## src/pkg/exc_pkg.sv

```systemverilog
package exc_pkg;

   // ---------------------------------------------------------------
   // source ranking: lower index wins
   // ---------------------------------------------------------------
   localparam int N_SRC = 7;

   typedef enum logic [2:0] {
      SRC_RESET  = 3'h0,
      SRC_NMI    = 3'h1,
      SRC_SYS_ERR = 3'h2,
      SRC_INT    = 3'h3,
      SRC_EXECP  = 3'h4,
      SRC_DATAP  = 3'h5,
      SRC_FERR   = 3'h6
   } src_type;

   typedef enum logic {
      ST_RUN  = 1'b0,
      ST_FERR = 1'b1
   } state_type;

   // ---------------------------------------------------------------
   // priority groups
   // ---------------------------------------------------------------
   localparam logic [2:0] GRP_P1  = 3'h1;
   localparam logic [2:0] GRP_P2  = 3'h2;
   localparam logic [2:0] GRP_P3  = 3'h3;
   localparam logic [2:0] GRP_P4  = 3'h4;
   localparam logic [2:0] GRP_P5  = 3'h5;
   localparam logic [2:0] GRP_P7  = 3'h7;
   localparam logic [2:0] GRP_FERR = GRP_P7;

   // ---------------------------------------------------------------
   // cause codes and handler offsets
   // ---------------------------------------------------------------
   localparam logic [31:0] CODE_FERR    = 32'h0000_0330;
   localparam logic [15:0] OFFS_FERR    = 16'h0030;
   localparam logic [15:0] OFFS_SYS_ERR = 16'h0030;
   localparam logic [31:0] CODE_RESET  = 32'h0000_0000;
   localparam logic [15:0] OFFS_RESET  = 16'h0000;
   localparam logic [31:0] CODE_NMI    = 32'h0000_00E0;
   localparam logic [15:0] OFFS_NMI    = 16'h00E0;
   localparam logic [31:0] CODE_EXECP  = 32'h0000_0430;
   localparam logic [15:0] OFFS_EXECP  = 16'h0040;
   localparam logic [31:0] CODE_DATAP  = 32'h0000_0431;
   localparam logic [15:0] OFFS_DATAP  = 16'h0040;

   // ---------------------------------------------------------------
   // reset values
   // ---------------------------------------------------------------
   localparam logic [31:0] RST_WORD = 32'h0000_0000;
   localparam logic [15:0] RST_OFFS = 16'h0000;
   localparam logic [2:0]  RST_GRP  = 3'h0;

endpackage : exc_pkg

```

## src/pkg/fetch_if.sv

```systemverilog
interface fetch_if;
   logic        ferr_event;
   logic        ded_flash;
   logic        single_fix;
   logic [31:0] pc;

   modport chk (output ferr_event, output ded_flash, output single_fix, output pc);
   modport arb (input ferr_event, input ded_flash, input single_fix, input pc);
endinterface : fetch_if

```

## src/hdl/pend_latch.sv

```systemverilog
module pend_latch (
   input  wire logic clock_i,
   input  wire logic resetn_i,
   input  wire logic set_i,
   input  wire logic clear_i,
   output logic      pend_o
);

   // set beats clear so an event in the serving cycle survives
   always_ff @(posedge clock_i or negedge resetn_i) begin
      if (!resetn_i) begin
         pend_o <= 1'b0;
      end else if (set_i) begin
         pend_o <= 1'b1;
      end else if (clear_i) begin
         pend_o <= 1'b0;
      end
   end

   pend_set_a : assert property (@(posedge clock_i) disable iff (!resetn_i)
      set_i |=> pend_o)
      else $error("pending bit lost its set");

endmodule : pend_latch

```

## src/hdl/fetch_check.sv

```systemverilog
module fetch_check (
   input  wire logic        clock_i,
   input  wire logic        resetn_i,
   input  wire logic        fetch_valid_i,
   input  wire logic        fetch_undef_i,
   input  wire logic        fetch_ded_i,
   input  wire logic        fetch_sec_i,
   input  wire logic        fetch_flash_i,
   input  wire logic [31:0] fetch_pc_i,
   fetch_if.chk             chk
);

   // any code read counts, preloads included, executed or not
   always_ff @(posedge clock_i or negedge resetn_i) begin
      if (!resetn_i) begin
         chk.ferr_event <= 1'b0;
         chk.ded_flash  <= 1'b0;
         chk.single_fix <= 1'b0;
      end else begin
         chk.ferr_event <= fetch_valid_i & (fetch_undef_i | fetch_ded_i);
         chk.ded_flash  <= fetch_valid_i & fetch_ded_i & fetch_flash_i & ~fetch_undef_i;
         chk.single_fix <= fetch_valid_i & fetch_sec_i & ~fetch_ded_i & ~fetch_undef_i;
      end
   end

   always_ff @(posedge clock_i or negedge resetn_i) begin
      if (!resetn_i) begin
         chk.pc <= 32'h0000_0000;
      end else if (fetch_valid_i) begin
         chk.pc <= fetch_pc_i;
      end
   end

   single_fix_a : assert property (@(posedge clock_i) disable iff (!resetn_i)
      fetch_valid_i && fetch_sec_i && !fetch_ded_i && !fetch_undef_i |=> !chk.ferr_event && chk.single_fix)
      else $error("corrected fetch raised an error");

endmodule : fetch_check

```

## src/hdl/exc_arbiter.sv

```systemverilog
// Contract
// - reset P1, high nmi P2, system error P3
// - interrupt P4, exec P5, data protect P7
// - serve pending requests P1 first, P7 last
// - requests stay pending until served
// - acknowledge suspends flow, branches to handler
// - check acceptance unless unconditional type
// - fetch error taken with no conditions
// - fetch error cause code 0330 hex
// - fetch error handler offset 0030 hex
// - fetch error sits in group P7
// - fetch error has no mask
// - any code read raises it, preloads too
// - flash ded, ram ded, undefined area
// - ram/undefined cause only in saved pc
// - single errors corrected, no exception
// - fetch error in handler restarts it
// - nmi and system error accepted during handler
// - flash double error sets status flag
module exc_arbiter
   import exc_pkg::*;
(
   input  wire logic        clock_i,
   input  wire logic        resetn_i,
   input  wire logic        reset_req_i,
   input  wire logic        fe_nonmaskable_irq_i,
   input  wire logic        system_error_exc_i,
   input  wire logic [31:0] sys_err_code_i,
   input  wire logic        int_req_i,
   input  wire logic [31:0] int_code_i,
   input  wire logic [15:0] int_offset_i,
   input  wire logic        exec_protect_exc_i,
   input  wire logic        data_protect_exc_i,
   input  wire logic        fetch_valid_i,
   input  wire logic        fetch_undef_i,
   input  wire logic        fetch_ded_i,
   input  wire logic        fetch_sec_i,
   input  wire logic        fetch_flash_i,
   input  wire logic [31:0] fetch_pc_i,
   input  wire logic        flash_data_ded_i,
   input  wire logic        ded_clear_i,
   input  wire logic [31:0] core_pc_i,
   input  wire logic        lo_accept_i,
   input  wire logic        hi_accept_i,
   input  wire logic        handler_exit_i,
   output logic             exc_take_o,
   output logic [31:0]      exc_code_o,
   output logic [15:0]      exc_offset_o,
   output logic [2:0]       exc_group_o,
   output logic [31:0]      high_level_cause_reg_o,
   output logic [31:0]      high_level_pc_save_o,
   output logic             double_error_flag_o,
   output logic             ferr_busy_o,
   output logic             fetch_fixed_o
);

   localparam logic [N_SRC-1:0] ONE = {{(N_SRC-1){1'b0}}, 1'b1};

   fetch_if fif ();

   logic [N_SRC-1:0] raw_set;
   logic [N_SRC-1:0] pend;
   logic [N_SRC-1:0] cond;
   logic [N_SRC-1:0] eligible;
   logic [N_SRC-1:0] grant_clr;
   logic [N_SRC-1:0] win_hot;
   logic [2:0]       win_idx;
   logic             take_go;
   logic             hi_elig;
   logic             take_r;
   state_type        state_r;
   state_type        state_nxt;
   logic [31:0]      ferr_pc_r;
   logic [31:0]      sel_code;
   logic [15:0]      sel_offs;
   logic [2:0]       sel_grp;
   logic             sel_hi;
   logic [31:0]      sel_pc;
   logic             ded_flag_r;

   // ---------------------------------------------------------------
   // fetch error detection
   // ---------------------------------------------------------------
   fetch_check u_fetch_check (
      .clock_i       (clock_i),
      .resetn_i      (resetn_i),
      .fetch_valid_i (fetch_valid_i),
      .fetch_undef_i (fetch_undef_i),
      .fetch_ded_i   (fetch_ded_i),
      .fetch_sec_i   (fetch_sec_i),
      .fetch_flash_i (fetch_flash_i),
      .fetch_pc_i    (fetch_pc_i),
      .chk           (fif.chk)
   );

   // ---------------------------------------------------------------
   // pending requests
   // ---------------------------------------------------------------
   always_comb begin
      raw_set             = '0;
      raw_set[SRC_RESET]  = reset_req_i;
      raw_set[SRC_NMI]    = fe_nonmaskable_irq_i;
      raw_set[SRC_SYS_ERR] = system_error_exc_i;
      raw_set[SRC_INT]    = int_req_i;
      raw_set[SRC_EXECP]  = exec_protect_exc_i;
      raw_set[SRC_DATAP]  = data_protect_exc_i;
      raw_set[SRC_FERR]   = fif.ferr_event;
   end

   for (genvar g = 0; g < N_SRC; g++) begin : g_pend
      pend_latch u_pend (
         .clock_i  (clock_i),
         .resetn_i (resetn_i),
         .set_i    (raw_set[g]),
         .clear_i  (grant_clr[g]),
         .pend_o   (pend[g])
      );
   end

   // pc of the latest failing code read; the only hint for ram/undefined
   always_ff @(posedge clock_i or negedge resetn_i) begin
      if (!resetn_i) begin
         ferr_pc_r <= RST_WORD;
      end else if (fif.ferr_event) begin
         ferr_pc_r <= fif.pc;
      end
   end

   // ---------------------------------------------------------------
   // acceptance and arbitration
   // ---------------------------------------------------------------
   always_comb begin
      cond             = '0;
      cond[SRC_RESET]  = 1'b1;
      cond[SRC_NMI]    = 1'b1;
      cond[SRC_SYS_ERR] = 1'b1;
      cond[SRC_INT]    = lo_accept_i;
      cond[SRC_EXECP]  = hi_accept_i & (state_r == ST_RUN);
      cond[SRC_DATAP]  = hi_accept_i & (state_r == ST_RUN);
      cond[SRC_FERR]   = 1'b1;
   end

   assign eligible = pend & cond;

   // lowest index wins, so the scan runs from the top index down and the last hit sticks
   always_comb begin
      win_idx = 3'h0;
      for (int i = N_SRC - 1; i >= 0; i--) begin
         if (eligible[i]) begin
            win_idx = 3'(i);
         end
      end
   end

   // one-cycle gap after each take lets the core see the branch first
   assign take_go   = (|eligible) & ~take_r;
   assign win_hot   = ONE << win_idx;
   assign grant_clr = take_go ? win_hot : '0;
   assign hi_elig   = ((eligible & (~eligible + ONE)) != win_hot);

   always_comb begin
      sel_code = CODE_RESET;
      sel_offs = OFFS_RESET;
      sel_grp  = GRP_P1;
      sel_hi   = 1'b0;
      sel_pc   = core_pc_i;
      case (win_idx)
         SRC_RESET: begin
            sel_grp = GRP_P1;
         end
         SRC_NMI: begin
            sel_code = CODE_NMI;
            sel_offs = OFFS_NMI;
            sel_grp  = GRP_P2;
            sel_hi   = 1'b1;
         end
         SRC_SYS_ERR: begin
            sel_code = sys_err_code_i;
            sel_offs = OFFS_SYS_ERR;
            sel_grp  = GRP_P3;
            sel_hi   = 1'b1;
         end
         SRC_INT: begin
            sel_code = int_code_i;
            sel_offs = int_offset_i;
            sel_grp  = GRP_P4;
         end
         SRC_EXECP: begin
            sel_code = CODE_EXECP;
            sel_offs = OFFS_EXECP;
            sel_grp  = GRP_P5;
            sel_hi   = 1'b1;
         end
         SRC_DATAP: begin
            sel_code = CODE_DATAP;
            sel_offs = OFFS_DATAP;
            sel_grp  = GRP_P7;
            sel_hi   = 1'b1;
         end
         SRC_FERR: begin
            sel_code = CODE_FERR;
            sel_offs = OFFS_FERR;
            sel_grp  = GRP_FERR;
            sel_hi   = 1'b1;
            sel_pc   = ferr_pc_r;
         end
         default: begin
            sel_code = CODE_RESET;
         end
      endcase
   end

   // ---------------------------------------------------------------
   // acknowledge towards the core
   // ---------------------------------------------------------------
   always_ff @(posedge clock_i or negedge resetn_i) begin
      if (!resetn_i) begin
         take_r <= 1'b0;
      end else begin
         take_r <= take_go;
      end
   end

   always_ff @(posedge clock_i or negedge resetn_i) begin
      if (!resetn_i) begin
         exc_code_o   <= RST_WORD;
         exc_offset_o <= RST_OFFS;
         exc_group_o  <= RST_GRP;
      end else if (take_go) begin
         exc_code_o   <= sel_code;
         exc_offset_o <= sel_offs;
         exc_group_o  <= sel_grp;
      end
   end

   // only high-level entries load the cause and pc save registers
   always_ff @(posedge clock_i or negedge resetn_i) begin
      if (!resetn_i) begin
         high_level_cause_reg_o <= RST_WORD;
         high_level_pc_save_o   <= RST_WORD;
      end else if (take_go && sel_hi) begin
         high_level_cause_reg_o <= sel_code;
         high_level_pc_save_o   <= sel_pc;
      end
   end

   assign exc_take_o = take_r;

   // ---------------------------------------------------------------
   // fetch error handler tracking
   // ---------------------------------------------------------------
   // no return path out of the handler is assumed; exit only clears the
   // busy mark so protection faults can be taken again
   always_comb begin
      state_nxt = state_r;
      case (state_r)
         ST_RUN: begin
            if (take_go && win_idx == SRC_FERR) begin
               state_nxt = ST_FERR;
            end
         end
         ST_FERR: begin
            if (take_go && win_idx == SRC_RESET) begin
               state_nxt = ST_RUN;
            end else if (handler_exit_i && !(take_go && win_idx == SRC_FERR)) begin
               state_nxt = ST_RUN;
            end
         end
         default: begin
            state_nxt = ST_RUN;
         end
      endcase
   end

   always_ff @(posedge clock_i or negedge resetn_i) begin
      if (!resetn_i) begin
         state_r <= ST_RUN;
      end else begin
         state_r <= state_nxt;
      end
   end

   assign ferr_busy_o = (state_r == ST_FERR);

   // ---------------------------------------------------------------
   // code flash status and correction notice
   // ---------------------------------------------------------------
   always_ff @(posedge clock_i or negedge resetn_i) begin
      if (!resetn_i) begin
         ded_flag_r <= 1'b0;
      end else if (fif.ded_flash || flash_data_ded_i) begin
         ded_flag_r <= 1'b1;
      end else if (ded_clear_i) begin
         ded_flag_r <= 1'b0;
      end
   end

   assign double_error_flag_o = ded_flag_r;

   always_ff @(posedge clock_i or negedge resetn_i) begin
      if (!resetn_i) begin
         fetch_fixed_o <= 1'b0;
      end else begin
         fetch_fixed_o <= fif.single_fix;
      end
   end

   // ---------------------------------------------------------------
   // checks
   // ---------------------------------------------------------------
   prio_order_a : assert property (@(posedge clock_i) disable iff (!resetn_i)
      take_go |-> !hi_elig)
      else $error("lower group served before a higher one");

   reset_first_a : assert property (@(posedge clock_i) disable iff (!resetn_i)
      pend[SRC_RESET] && !take_r |=> exc_take_o && exc_group_o == GRP_P1 && exc_offset_o == OFFS_RESET)
      else $error("reset request not served first");

   nmi_group_a : assert property (@(posedge clock_i) disable iff (!resetn_i)
      exc_take_o && exc_code_o == CODE_NMI |-> exc_group_o == GRP_P2)
      else $error("nmi in wrong group");

   int_cond_a : assert property (@(posedge clock_i) disable iff (!resetn_i)
      exc_take_o && exc_group_o == GRP_P4 |-> $past(lo_accept_i))
      else $error("interrupt taken without acceptance");

   ferr_code_a : assert property (@(posedge clock_i) disable iff (!resetn_i)
      take_go && win_idx == SRC_FERR |=> exc_code_o == CODE_FERR && high_level_cause_reg_o == CODE_FERR)
      else $error("fetch error cause code wrong");

   ferr_offset_a : assert property (@(posedge clock_i) disable iff (!resetn_i)
      take_go && win_idx == SRC_FERR |=> exc_take_o && exc_offset_o == OFFS_FERR && exc_group_o == GRP_P7)
      else $error("fetch error offset or group wrong");

   ferr_uncond_a : assert property (@(posedge clock_i) disable iff (!resetn_i)
      fif.ferr_event && !hi_accept_i |-> ##[1:16] (exc_take_o && exc_code_o == CODE_FERR)
         or ##[1:16] (pend[SRC_RESET] || pend[SRC_NMI] || pend[SRC_SYS_ERR] || pend[SRC_DATAP]))
      else $error("fetch error held back by acceptance");

   ferr_pc_a : assert property (@(posedge clock_i) disable iff (!resetn_i)
      take_go && win_idx == SRC_FERR |=> high_level_pc_save_o == $past(ferr_pc_r))
      else $error("saved pc not the failing fetch");

   ferr_restart_a : assert property (@(posedge clock_i) disable iff (!resetn_i)
      state_r == ST_FERR && pend[SRC_FERR] && !take_r && !(|pend[SRC_DATAP:SRC_RESET])
         |=> exc_take_o && exc_code_o == CODE_FERR)
      else $error("fetch error in handler not restarted");

   nmi_in_ferr_a : assert property (@(posedge clock_i) disable iff (!resetn_i)
      state_r == ST_FERR && pend[SRC_NMI] && !take_r && !pend[SRC_RESET]
         |=> exc_take_o && exc_group_o == GRP_P2)
      else $error("nmi blocked during fetch error handling");

   ded_flag_a : assert property (@(posedge clock_i) disable iff (!resetn_i)
      fif.ded_flash |=> double_error_flag_o)
      else $error("double error flag not set");

   ded_hold_a : assert property (@(posedge clock_i) disable iff (!resetn_i)
      double_error_flag_o && !ded_clear_i |=> double_error_flag_o)
      else $error("double error flag dropped uncleared");

endmodule : exc_arbiter

```

## config.mk

```make
export PLATFORM = sky130hd
export DESIGN_NAME = exc_arbiter
export DESIGN_NICKNAME = d
export VERILOG_FILES = /design/src/pkg/exc_pkg.sv /design/src/pkg/fetch_if.sv /design/src/hdl/pend_latch.sv /design/src/hdl/fetch_check.sv /design/src/hdl/exc_arbiter.sv
export SDC_FILE = /design/constraint.sdc
export NUM_CORES = 1
export LEC_CHECK = 0
export ABC_AREA = 0
export BUFFER_PORTS_ARGS = -buffer_cell sky130_fd_sc_hd__buf_2
export CORE_MARGIN = 5
export CORE_UTILIZATION = 50
export CTS_CLUSTER_DIAMETER = 200
export DETAILED_ROUTE_END_ITERATION = 10
export PLACE_DENSITY = 0.9
export SYNTH_ARGS = -nofsm -noshare
export SYNTH_HDL_FRONTEND = slang
export SYNTH_HIERARCHICAL = 1
export SYNTH_SLANG_ARGS = --single-unit
```

## constraint.sdc

```tcl
create_clock -name clock_i -period 3.4 [get_ports clock_i]
set_input_delay 0.17 -clock clock_i [delete_from_list [all_inputs] [get_ports clock_i]]
set_output_delay 0.17 -clock clock_i [all_outputs]
set_load 0.02 [all_outputs]
```

==> metrics.txt, run 1 <==
max incr delay on CP=0.47 ns; Final HPWL DP=between 10 and 15 mm; starting DRC count in detailed routing=between 300 and 400; Hold Path Depth=3; clock buffer depth=2; syn_nets=769; critical path cell sequence=or2_2, nand2_1, nand2_1, a211o_1, inv_1, ha_1, a211oi_1, a211oi_4, buf_4, mux2_2; clock slew at reported path FFs=approximately 0.07 ns; Primary FF master, synth=dfrtp_1; initial core utilization=51.2%; RD Place Congestion=0.844; gr usage total=23.5%; CTS tree=yes; synth warn=6; routed length per instance=about 19 µm; vias in the first global route=6623; TritonCTS Buffers=17; CP required=3.70 ns; Synth Instances=approximately 600; clock root buffer=clkbuf_16; R2R depth=10; vias=approximately 6200; Leak=roughly 5.7 nW; reg-to-reg setup timing slack=~0.43 ns; largest net degree at the start of global routing=83; WL final=roughly 22 mm; setup_tns=0 ns; number of port buffers=280; die area=19000 µm²; Max IR drop VDD=~0.38 mV; outcome=completed; CP Data Arrival Time=3.28 ns; critical path capture point type=flip-flop; initial antenna violation count=0; hold path endpoint=ferr_busy_o; power per cell area=around 500 nW/µm²; H-tree levels=4; drt first pass iters=4; slowest stage cell, crit path=buf_4; Ant. Diodes=0; area of the core=between 15000 and 20000 µm²; Critical R2R Capture=high_level_cause_reg_o[17]; mean post-synth cell area=between 10 and 15 µm²; hold crit path type=input port to flip-flop; Final Cycle Share=87.5%; Worst Max-Slew Pin Slew=1.07 ns; Max Fanout on Critical Path=40; sequential area share after synthesis=59.2%; Final min period=just under 3 ns; Die X=between 100 and 150 µm; crit path launch type=flip-flop; DRC viols=0; Crit path top cell by count=nand2_1; clock latency on the worst-skew pair=0.43 ns; Area Growth Syn to Fin=33.2%; FFs w/ async S/R, synth=100%; FF+latch count, synth=193; total grt overflow=0; Worst Skew=about 0.014 ns; first-pass GRT wire length=34.5 mm; Synth cell types=42; Detail Route Antenna Nets=0; Slew Viols, Final=0; NumNets Final=1097; RSZ-0062 raised after global routing=no; Die H=138 µm; Worst Hold Slack=0.0364 ns; Ports=281; Max Cap Violations=0; worst r2r src=g_pend[5].u_pend/pend_o; layout cells sized above 1=48.4%; Rows=46; Rel. slew slack=28.9%; Hold Crit Start=handler_exit_i; Post-synth EDFFs=0; CP Class=flip-flop to flip-flop; final count of negative-setup-slack endpoints=0; Sink Count=193; FMAX=336 MHz; Synth Cell Area=8160 µm²; Vias/cell=5.36; Final Hold Viols=0; fillers=~1100
==> through the flow <==
stage                     cells  instance area (µm²)  total power (W)  worst slack, ns  util [%]
after detailed placement   1073                 9780          0.00360            0.511      61.3
after global routing       1160                10900          0.00574            0.212      68.2
after floorplan             603                 8160          0.00320            0.878         -
after CTS                  1160                10900          0.00553            0.454      68.2
final                      1160                10900          0.00549            0.427      68.2
after global placement     1073                 9780          0.00355            0.642      61.3
==> worst max-delay path, delay by kind of cell, from the launching register on <==
family                   cells  cell delay [ns]
AO/OA/AOI/OAI                3             0.75
adder cells (fa/ha/maj)      1             0.24
multiplexers                 1             0.40
buffers and inverters        2             0.56
AND/OR/NAND/NOR              3             0.46
flip-flops                   1             0.40
==> synth_stat cells (3+ instances only) <==
cell type	count	area (µm²)
dfrtp_1	193	4830
and2_1	4	25.0
nand2_1	14	52.6
clkbuf_1	18	67.6
a21oi_1	44	220
buf_1	6	22.5
mux2_4	27	405
inv_1	12	45.0
a21o_1	10	75.1
a221oi_1	3	26.3
a22oi_1	3	22.5
mux2i_1	33	330
ha_1	4	50.1
buf_2	12	60.1
o21ai_0	8	40.0
mux2_2	97	1090
a22o_1	36	315
nor2_1	44	165
==> repair_timing <==
action	4_1_cts	5_1_grt
hold endpoints to repair	132	0
hold buffers	55	0
setup buffers	0	0
resized for setup	0	0
==> logic make-up (layout without fill, tap and decap cells) <==
group / after synthesis / after routing / share of synthesized area [%]
flip-flops: 193 / 193 / 59.2
adder cells (fa/ha/maj): 4 / 4 / 0.613
AO/OA/AOI/OAI: 121 / 121 / 10.5
buffers and inverters: 52 / 393 / 3.16
AND/OR/NAND/NOR: 76 / 76 / 4.14
multiplexers: 157 / 157 / 22.4
==> flip-flops by register name, indices dropped and copies added (netlist names) <==
name                          cells
double_error_flag_o               1
exc_code_o                       32
exc_group_o                       3
exc_offset_o                     16
exc_take_o                        1
ferr_busy_o                       1
ferr_pc_r                        32
fetch_fixed_o                     1
g_pend.u_pend/pend_o              7
high_level_cause_reg_o           32
high_level_pc_save_o             32
u_fetch_check/chk.ded_flash       1
u_fetch_check/chk.ferr_event      1
u_fetch_check/chk.pc             32
u_fetch_check/chk.single_fix      1
==> placed cells by master, fill, tap and decap left out, types with 2 or more instances in the layout <==
master / instances
a22o_1: 36
nor3b_1: 2
mux2_2: 97
nand2_1: 14
o31ai_1: 2
a22oi_1: 3
inv_8: 3
buf_4: 12
buf_12: 2
inv_6: 4
nor2b_1: 2
a221oi_1: 3
ha_1: 4
a21oi_1: 43
clkbuf_16: 17
a21o_1: 10
o21a_1: 2
clkinv_2: 2
buf_2: 279
o21ai_0: 8
or2_2: 2
o2bb2ai_1: 2
mux2_4: 27
and2_1: 4
dlygate4sd3_1: 55
inv_1: 12
nor2_1: 44
dfrtp_1: 193
clkinvlp_4: 2
o21ai_1: 2
nor3_1: 2
mux2i_1: 33
clkinv_4: 3
==> layer usage <==
metal,global-route usage [%],share of wire [%],up-vias
met1,28.0,38,3070
met5,0,0,-
met4,7.74,1.9,0
met2,41.4,51,294
met3,6.36,8.8,38
li1,-,-,2815
==> how the worst max path moves through the flow <==
stage,start,endpoint,slack (ns),depth (start not counted)
after detailed placement,g_pend[5].u_pend/pend_o,high_level_cause_reg_o[17],0.51,10
after CTS,g_pend[5].u_pend/pend_o,high_level_cause_reg_o[17],0.45,10
after floorplan,ferr_busy_o,high_level_cause_reg_o[10],0.88,10
after global placement,g_pend[5].u_pend/pend_o,high_level_cause_reg_o[16],0.64,10
after global routing,ferr_busy_o,high_level_pc_save_o[15],0.21,11
final,g_pend[5].u_pend/pend_o,high_level_cause_reg_o[17],0.43,10
==> final cells by class <==
type	instances	area [µm²]	share of cell area, %
repair buffers	349	2090	19.2
inverters	12	45.0	0.414
clock inverters	14	120	1.10
multi-input cells	358	3090	28.4
flip-flops and latches	193	4830	44.4
well taps	216	270	2.48
clock buffers	18	429	3.95
==> power by group <==
| part | switching [W] | total (W) | internal, W |
|---|---|---|---|
| clock network | 0.000916 | 0.00188 | 0.000961 |
| registers | 0.000148 | 0.00269 | 0.00254 |
| logic | 0.000504 | 0.000930 | 0.000426 |
Note: power is estimated with default switching activity, not from simulation.
==> run 2, diff against run 1 <==
- SETUP_SLACK_MARGIN: default -> 0.5
==> run 2 against run 1 <==
Largest power group unchanged. Critical endpoint unchanged. Flip-flop and latch count stayed put. Final cell count stayed put. Cell area is 0.17% higher. Critical path depth stayed put. Non-clock buffer count stayed put. Sequential power hardly changed. First-iteration DRC count is 3.3% lower. Clock-buffer cell count stayed put. Hold slack worse by 0.0058 ns.
==> metrics.txt, run 2 (synthesis results as in run 1) <==
commonest non-fill, non-tap cell in the layout=buf_2; Final min period=2.83 ns; DRC viols=0; Vias/cell=5.42; fillers=between 1000 and 1500; final count of negative-setup-slack endpoints=0; Ant. Diodes=0; critical path cell sequence=or2_2, nand2_1, nand2_1, a211o_1, inv_1, ha_1, a211oi_2, a211oi_4, buf_8, mux2_2; largest net degree at the start of global routing=83; pre-CTS setup slack=slightly above 0.5 ns; critical path capture point type=flip-flop; Worst Max-Slew Pin Slew=approximately 1.1 ns; Rel. slew slack=27.8%; routed length per instance=19.4 µm; Rows=46; outcome=completed; Crit path top cell by count=nand2_1; area of the core=15900 µm²; drt first pass iters=5; NumNets Final=1097; layout cells sized above 1=48.6%; Area Growth Syn to Fin=33.5%; gr usage total=23.6%; Final Power=0.00550 W; Hold Crit Start=handler_exit_i; crit path launch type=flip-flop; Final WS setup=about 0.57 ns; clock buffer depth=2; Ports=281; reg-to-reg setup timing slack=0.57 ns; Final Cycle Share=83.2%; first-pass GRT wire length=34.5 mm; CP Data Arrival Time=3.13 ns; RSZ-0062 raised after global routing=yes; Max Fanout on Critical Path=40; clock slew at reported path FFs=0.07 ns; RD Place Congestion=0.844; starting DRC count in detailed routing=296; hold crit path type=input port to flip-flop; vias in the first global route=roughly 6600; Worst Hold Slack=0.0306 ns; commonest non-fill, non-tap cells in the layout=279 x buf_2, 193 x dfrtp_1, 97 x mux2_2; die area=about 19000 µm²; Hold Path Depth=3; CP bufs+invs=2; Core Util, Final=between 60 and 70%; Die X=approximately 140 µm; power per cell area=between 500 and 600 nW/µm²; Crit path max-delay family=compound AO/OA/AOI/OAI gates; Final Hold Viols=0; CTS tree=yes; TritonCTS Buffers=17; Die H=138 µm; Sink Count=193; Slew Viols, Final=0; total grt overflow=0; hold path endpoint=ferr_busy_o; clock root buffer=clkbuf_16; clock latency on the worst-skew pair=between 0.4 and 0.5 ns; vias=between 6000 and 7000; setup_tns=0 ns; Worst Skew=0.0184 ns; worst r2r src=g_pend[5].u_pend/pend_o; FMAX=353 MHz; max incr delay on CP=0.40 ns; CP Class=flip-flop to flip-flop; Critical R2R Capture=high_level_cause_reg_o[17]; initial antenna violation count=0; CP required=3.70 ns; slowest stage cell, crit path=dfrtp_1; R2R depth=10; H-tree levels=4; Leak=around 5.7 nW; Final HPWL DP=between 10 and 15 mm; number of cells on the critical path=10; WL final=roughly 23 mm; number of port buffers=280; Max IR drop VDD=between 0.3 and 0.4 mV; Detail Route Antenna Nets=0; Max Cap Violations=0; initial core utilization=51.2%
## run 2: worst min-delay path: stages
cell and delay [ns]:
buf_2 0.09, nor2b_1 0.04, a2bb2oi_1 0.12
## run 2: how the worst max path moves through the flow
stage	startpoint	end	slack [ns]
3_3_place_gp	g_pend[5].u_pend/pend_o	high_level_cause_reg_o[16]	0.64
3_5_place_dp	g_pend[5].u_pend/pend_o	high_level_cause_reg_o[17]	0.51
4_1_cts	g_pend[5].u_pend/pend_o	exc_code_o[11]	0.52
6_report	g_pend[5].u_pend/pend_o	high_level_cause_reg_o[17]	0.57
2_1_floorplan	ferr_busy_o	high_level_cause_reg_o[10]	0.88
5_1_grt	g_pend[5].u_pend/pend_o	high_level_pc_save_o[15]	0.45
## run 2: area by class of cell
cell class | count | area (µm²) | share of cell area, %
flip-flops and latches | 193 | 4830 | 44.3
multi-input cells | 358 | 3100 | 28.4
repair buffers | 349 | 2100 | 19.3
clock buffers | 18 | 429 | 3.94
well taps | 216 | 270 | 2.48
clock inverters | 14 | 120 | 1.10
inverters | 12 | 45.0 | 0.413
## run 2: where the power goes
part / internal (W) / total [W] / switching [W] / leakage (nW)
sequential: 0.00254 / 0.00269 / 0.000148 / 2.39
combinational: 0.000428 / 0.000933 / 0.000505 / 3.02
clock: 0.000961 / 0.00188 / 0.000920 / 0.267
total: 0.00393 / 0.00550 / 0.00157 / 5.68
## run 2: per-stage QoR
step / cells / instance area [µm²]
4_1_cts: 1160 / 10900
3_3_place_gp: 1073 / 9780
3_5_place_dp: 1073 / 9780
6_report: 1160 / 10900
5_1_grt: 1160 / 10900
2_1_floorplan: 603 / 8160
## run 2: per-layer routing
layer / track usage [%] / vias up / part of all wire, %
li1: - / 2819 / -
met1: 28.0 / 3129 / 38
met2: 41.5 / 297 / 51
met3: 6.32 / 41 / 8.6
met4: 7.74 / 0 / 1.9
met5: 0 / - / 0
## run 2: timing repair
item                                    in CTS  in global routing
endpoints found under the setup margin      30                 92
gates resized for setup                      1                  5
hold endpoints to repair                   132                  0
setup buffers                                0                  0
hold buffers                                55                  0
==> run 3, diff against run 2 <==
- ABC_AREA: 0 -> 1
- CORE_UTILIZATION: 50 -> 51
- PLACE_DENSITY: 0.9 -> 0.91
- clock period: 3.4 -> 2.7 ns (I/O delays scaled with it)
==> run 3 against run 2 <==
Synthesized area up 4.1%. Via count up 38%. Wire length up 33%. Hold slack worse by 0.0099 ns. Total power up 25%. Flip-flop and latch count unchanged. Clock skew down 0.0060 ns. Clock-buffer cell count up 4. Synthesized cell count up 71%. First-iteration DRC count rose to 2.7 times the previous value. Combinational power up 13%.
==> metrics.txt, run 3 <==
Area Growth Syn to Fin=39.9%; CTS tree=yes; mean post-synth cell area=8.23 µm²; Max IR drop VDD=0.429 mV; Crit path top cell by count=nand2_2; RSZ-0062 raised after global routing=yes; CP required=3.03 ns; Rows=47; first-pass GRT wire length=42.9 mm; Synth area leaders=dfrtp_1 57%, nand2_1 21%, o21ai_0 4.1%, inv_1 4.0%, o21ai_1 2.7%; synth warn=6; Hold Path Depth=5; Synth Cell Area=8500 µm²; Leak=6.66 nW; Max Fanout on Critical Path=12; sequential area share after synthesis=56.8%; slowest stage cell, crit path=dfrtp_2; hold path endpoint=high_level_pc_save_o[23]; Detail Route Antenna Nets=0; setup_tns=0 ns; Die X=139 µm; count leader, synth=nand2_1; Max Cap Violations=0; NumNets Final=1549; Final min period=2.26 ns; drt first pass iters=5; Critical R2R Capture=exc_code_o[26]; clock root buffer=clkbuf_16; crit path launch type=flip-flop; Final Cycle Share=83.7%; H-tree levels=4; Worst Hold Slack=0.0206 ns; crit path launch=ferr_busy_o; critical path cell sequence=nor2_4, nand3_2, nand2_2, nand2_2, a21oi_4, buf_4, ha_2, nand2_2, inv_4, clkbuf_16, nand2_1, nand2_1, inv_1, o21ai_0; hold crit path type=input port to flip-flop; gr usage total=27.5%; CP Class=flip-flop to flip-flop; routed length per instance=18.5 µm; Vias/cell=5.34; initial antenna violation count=6; Primary FF master, synth=dfrtp_1; clock latency on the worst-skew pair=0.43 ns; initial core utilization=between 50 and 60%; starting DRC count in detailed routing=~800; reg-to-reg setup timing slack=0.44 ns; syn_nets=approximately 1200; area share of the largest cell type after synthesis=approximately 57%; WL final=30.0 mm; Synth cell types=26; vias=about 8700; clock slew at reported path FFs=~0.070 ns; worst r2r src=ferr_busy_o; critical path capture point type=flip-flop; CP Data Arrival Time=2.59 ns; final count of negative-setup-slack endpoints=0; vias in the first global route=8354; Die H=139 µm; R2R depth=14; number of port buffers=280; DRC viols=0; Ports=281; Hold Crit Start=core_pc_i[23]; Rel. slew slack=49.9%; power per cell area=just under 600 nW/µm²; clock buffer depth=2; TritonCTS Buffers=17; layout cells sized above 1=28.7%; Final HPWL DP=16.8 mm; Synth Instances=1032; total grt overflow=0; area of the core=16500 µm²; RD Place Congestion=0.874; Commonest cells post-synth=481 x nand2_1, 193 x dfrtp_1, 90 x inv_1; outcome=completed; FF+latch count, synth=around 190; FFs w/ async S/R, synth=between 90% and 100%; Worst Skew=0.0124 ns; max incr delay on CP=0.43 ns; FMAX=443 MHz; Synth area leader=dfrtp_1; commonest non-fill, non-tap cell in the layout=nand2_1; die area=19300 µm²; commonest non-fill, non-tap cells in the layout=477 x nand2_1, 279 x buf_2, 191 x dfrtp_1; largest net degree at the start of global routing=roughly 70; Slew Viols, Final=0; Worst Max-Slew Pin Slew=~0.75 ns; Post-synth EDFFs=0; Final Hold Viols=0; Sink Count=193
==> run 3: cell types whose count changed after synthesis, sizes merged, moves of 6 or more <==
cell | before | now
nand3 | 2 | 46
a21oi | 44 | 2
o21ai | 10 | 115
clkbuf | 18 | 24
buf | 22 | 30
a21o | 10 | 0
nor2 | 44 | 15
a22o | 36 | 0
mux2 | 124 | 1
mux2i | 33 | 0
inv | 12 | 98
nand2 | 14 | 496
==> run 3: cell type report <==
class                   instances  area (µm²)
repair buffers                384        2650
flip-flops and latches        193        4830
repair inverters                1        11.3
well taps                     220         275
inverters                      98         412
multi-input cells             688        3100
diodes                          4        10.0
fillers                      1097        4580
clock inverters                10         124
clock buffers                  22         474
==> run 3: critical path, delay by kind of cell, from the launching register on <==
family	cells	cell delay (ns)
buf+inv	4	0.52
simple gates	7	0.63
compound gates	2	0.37
fa+ha+maj	1	0.21
flops	1	0.43
==> run 3: per-stage QoR <==
step | total power [W] | instances | utilization [%] | area (µm²) | setup slack (ns)
finish | 0.00688 | 1620 | 72.2 | 11900 | 0.441
global route | 0.00713 | 1620 | 72.2 | 11900 | 0.335
CTS | 0.00679 | 1595 | 69.2 | 11400 | 0.507
detailed placement | 0.00415 | 1491 | 60.8 | 10000 | 0.154
global placement | 0.00412 | 1491 | 60.8 | 10000 | 0.304
floorplan | 0.00374 | 1032 | - | 8500 | 0.535
==> run 3: metal layers <==
metal / global-route usage (%) / up-vias / share of wire (%)
li1: - / 3882 / -
met1: 33.0 / 4108 / 36
met2: 47.8 / 577 / 51
met3: 6.34 / 84 / 9.2
met4: 11.1 / 4 / 3.3
met5: 0 / - / 0.090
==> run 3: power breakdown <==
group | switching [W] | internal [W] | total (W)
clock network | 0.00114 | 0.00145 | 0.00259
logic | 0.000633 | 0.000414 | 0.00105
registers | 0.000125 | 0.00312 | 0.00324
==> run 3: timing repair <==
action | CTS | global route
pin swaps | 5 | 12
hold endpoints to repair | 125 | 0
cloned | 1 | 12
hold buffers | 66 | 0
gates resized for setup | 17 | 44
buffers inserted | 5 | 9
setup endpoints to repair | 107 | 112
==> run 3: worst max path at each step <==
stage | end | cells after the start
after floorplan | high_level_cause_reg_o[0] | 15
after global placement | high_level_cause_reg_o[5] | 12
after detailed placement | high_level_cause_reg_o[5] | 12
after CTS | high_level_pc_save_o[1] | 13
after global routing | exc_code_o[5] | 12
final | exc_code_o[26] | 14
==> run 3: logic make-up (layout without fill, tap and decap cells) <==
group                      count (synthesis)  count (layout)  share of synthesized area (%)
buffers and inverters                    152             515                           8.48
adders and majority gates                  4               4                          0.589
other                                      0               4                              0
and+or+nand+nor                          561             562                           26.7
DFF                                      193             193                           56.8
AOI/OAI and AO/OA                        121             121                           7.24
muxes                                      1               1                          0.132
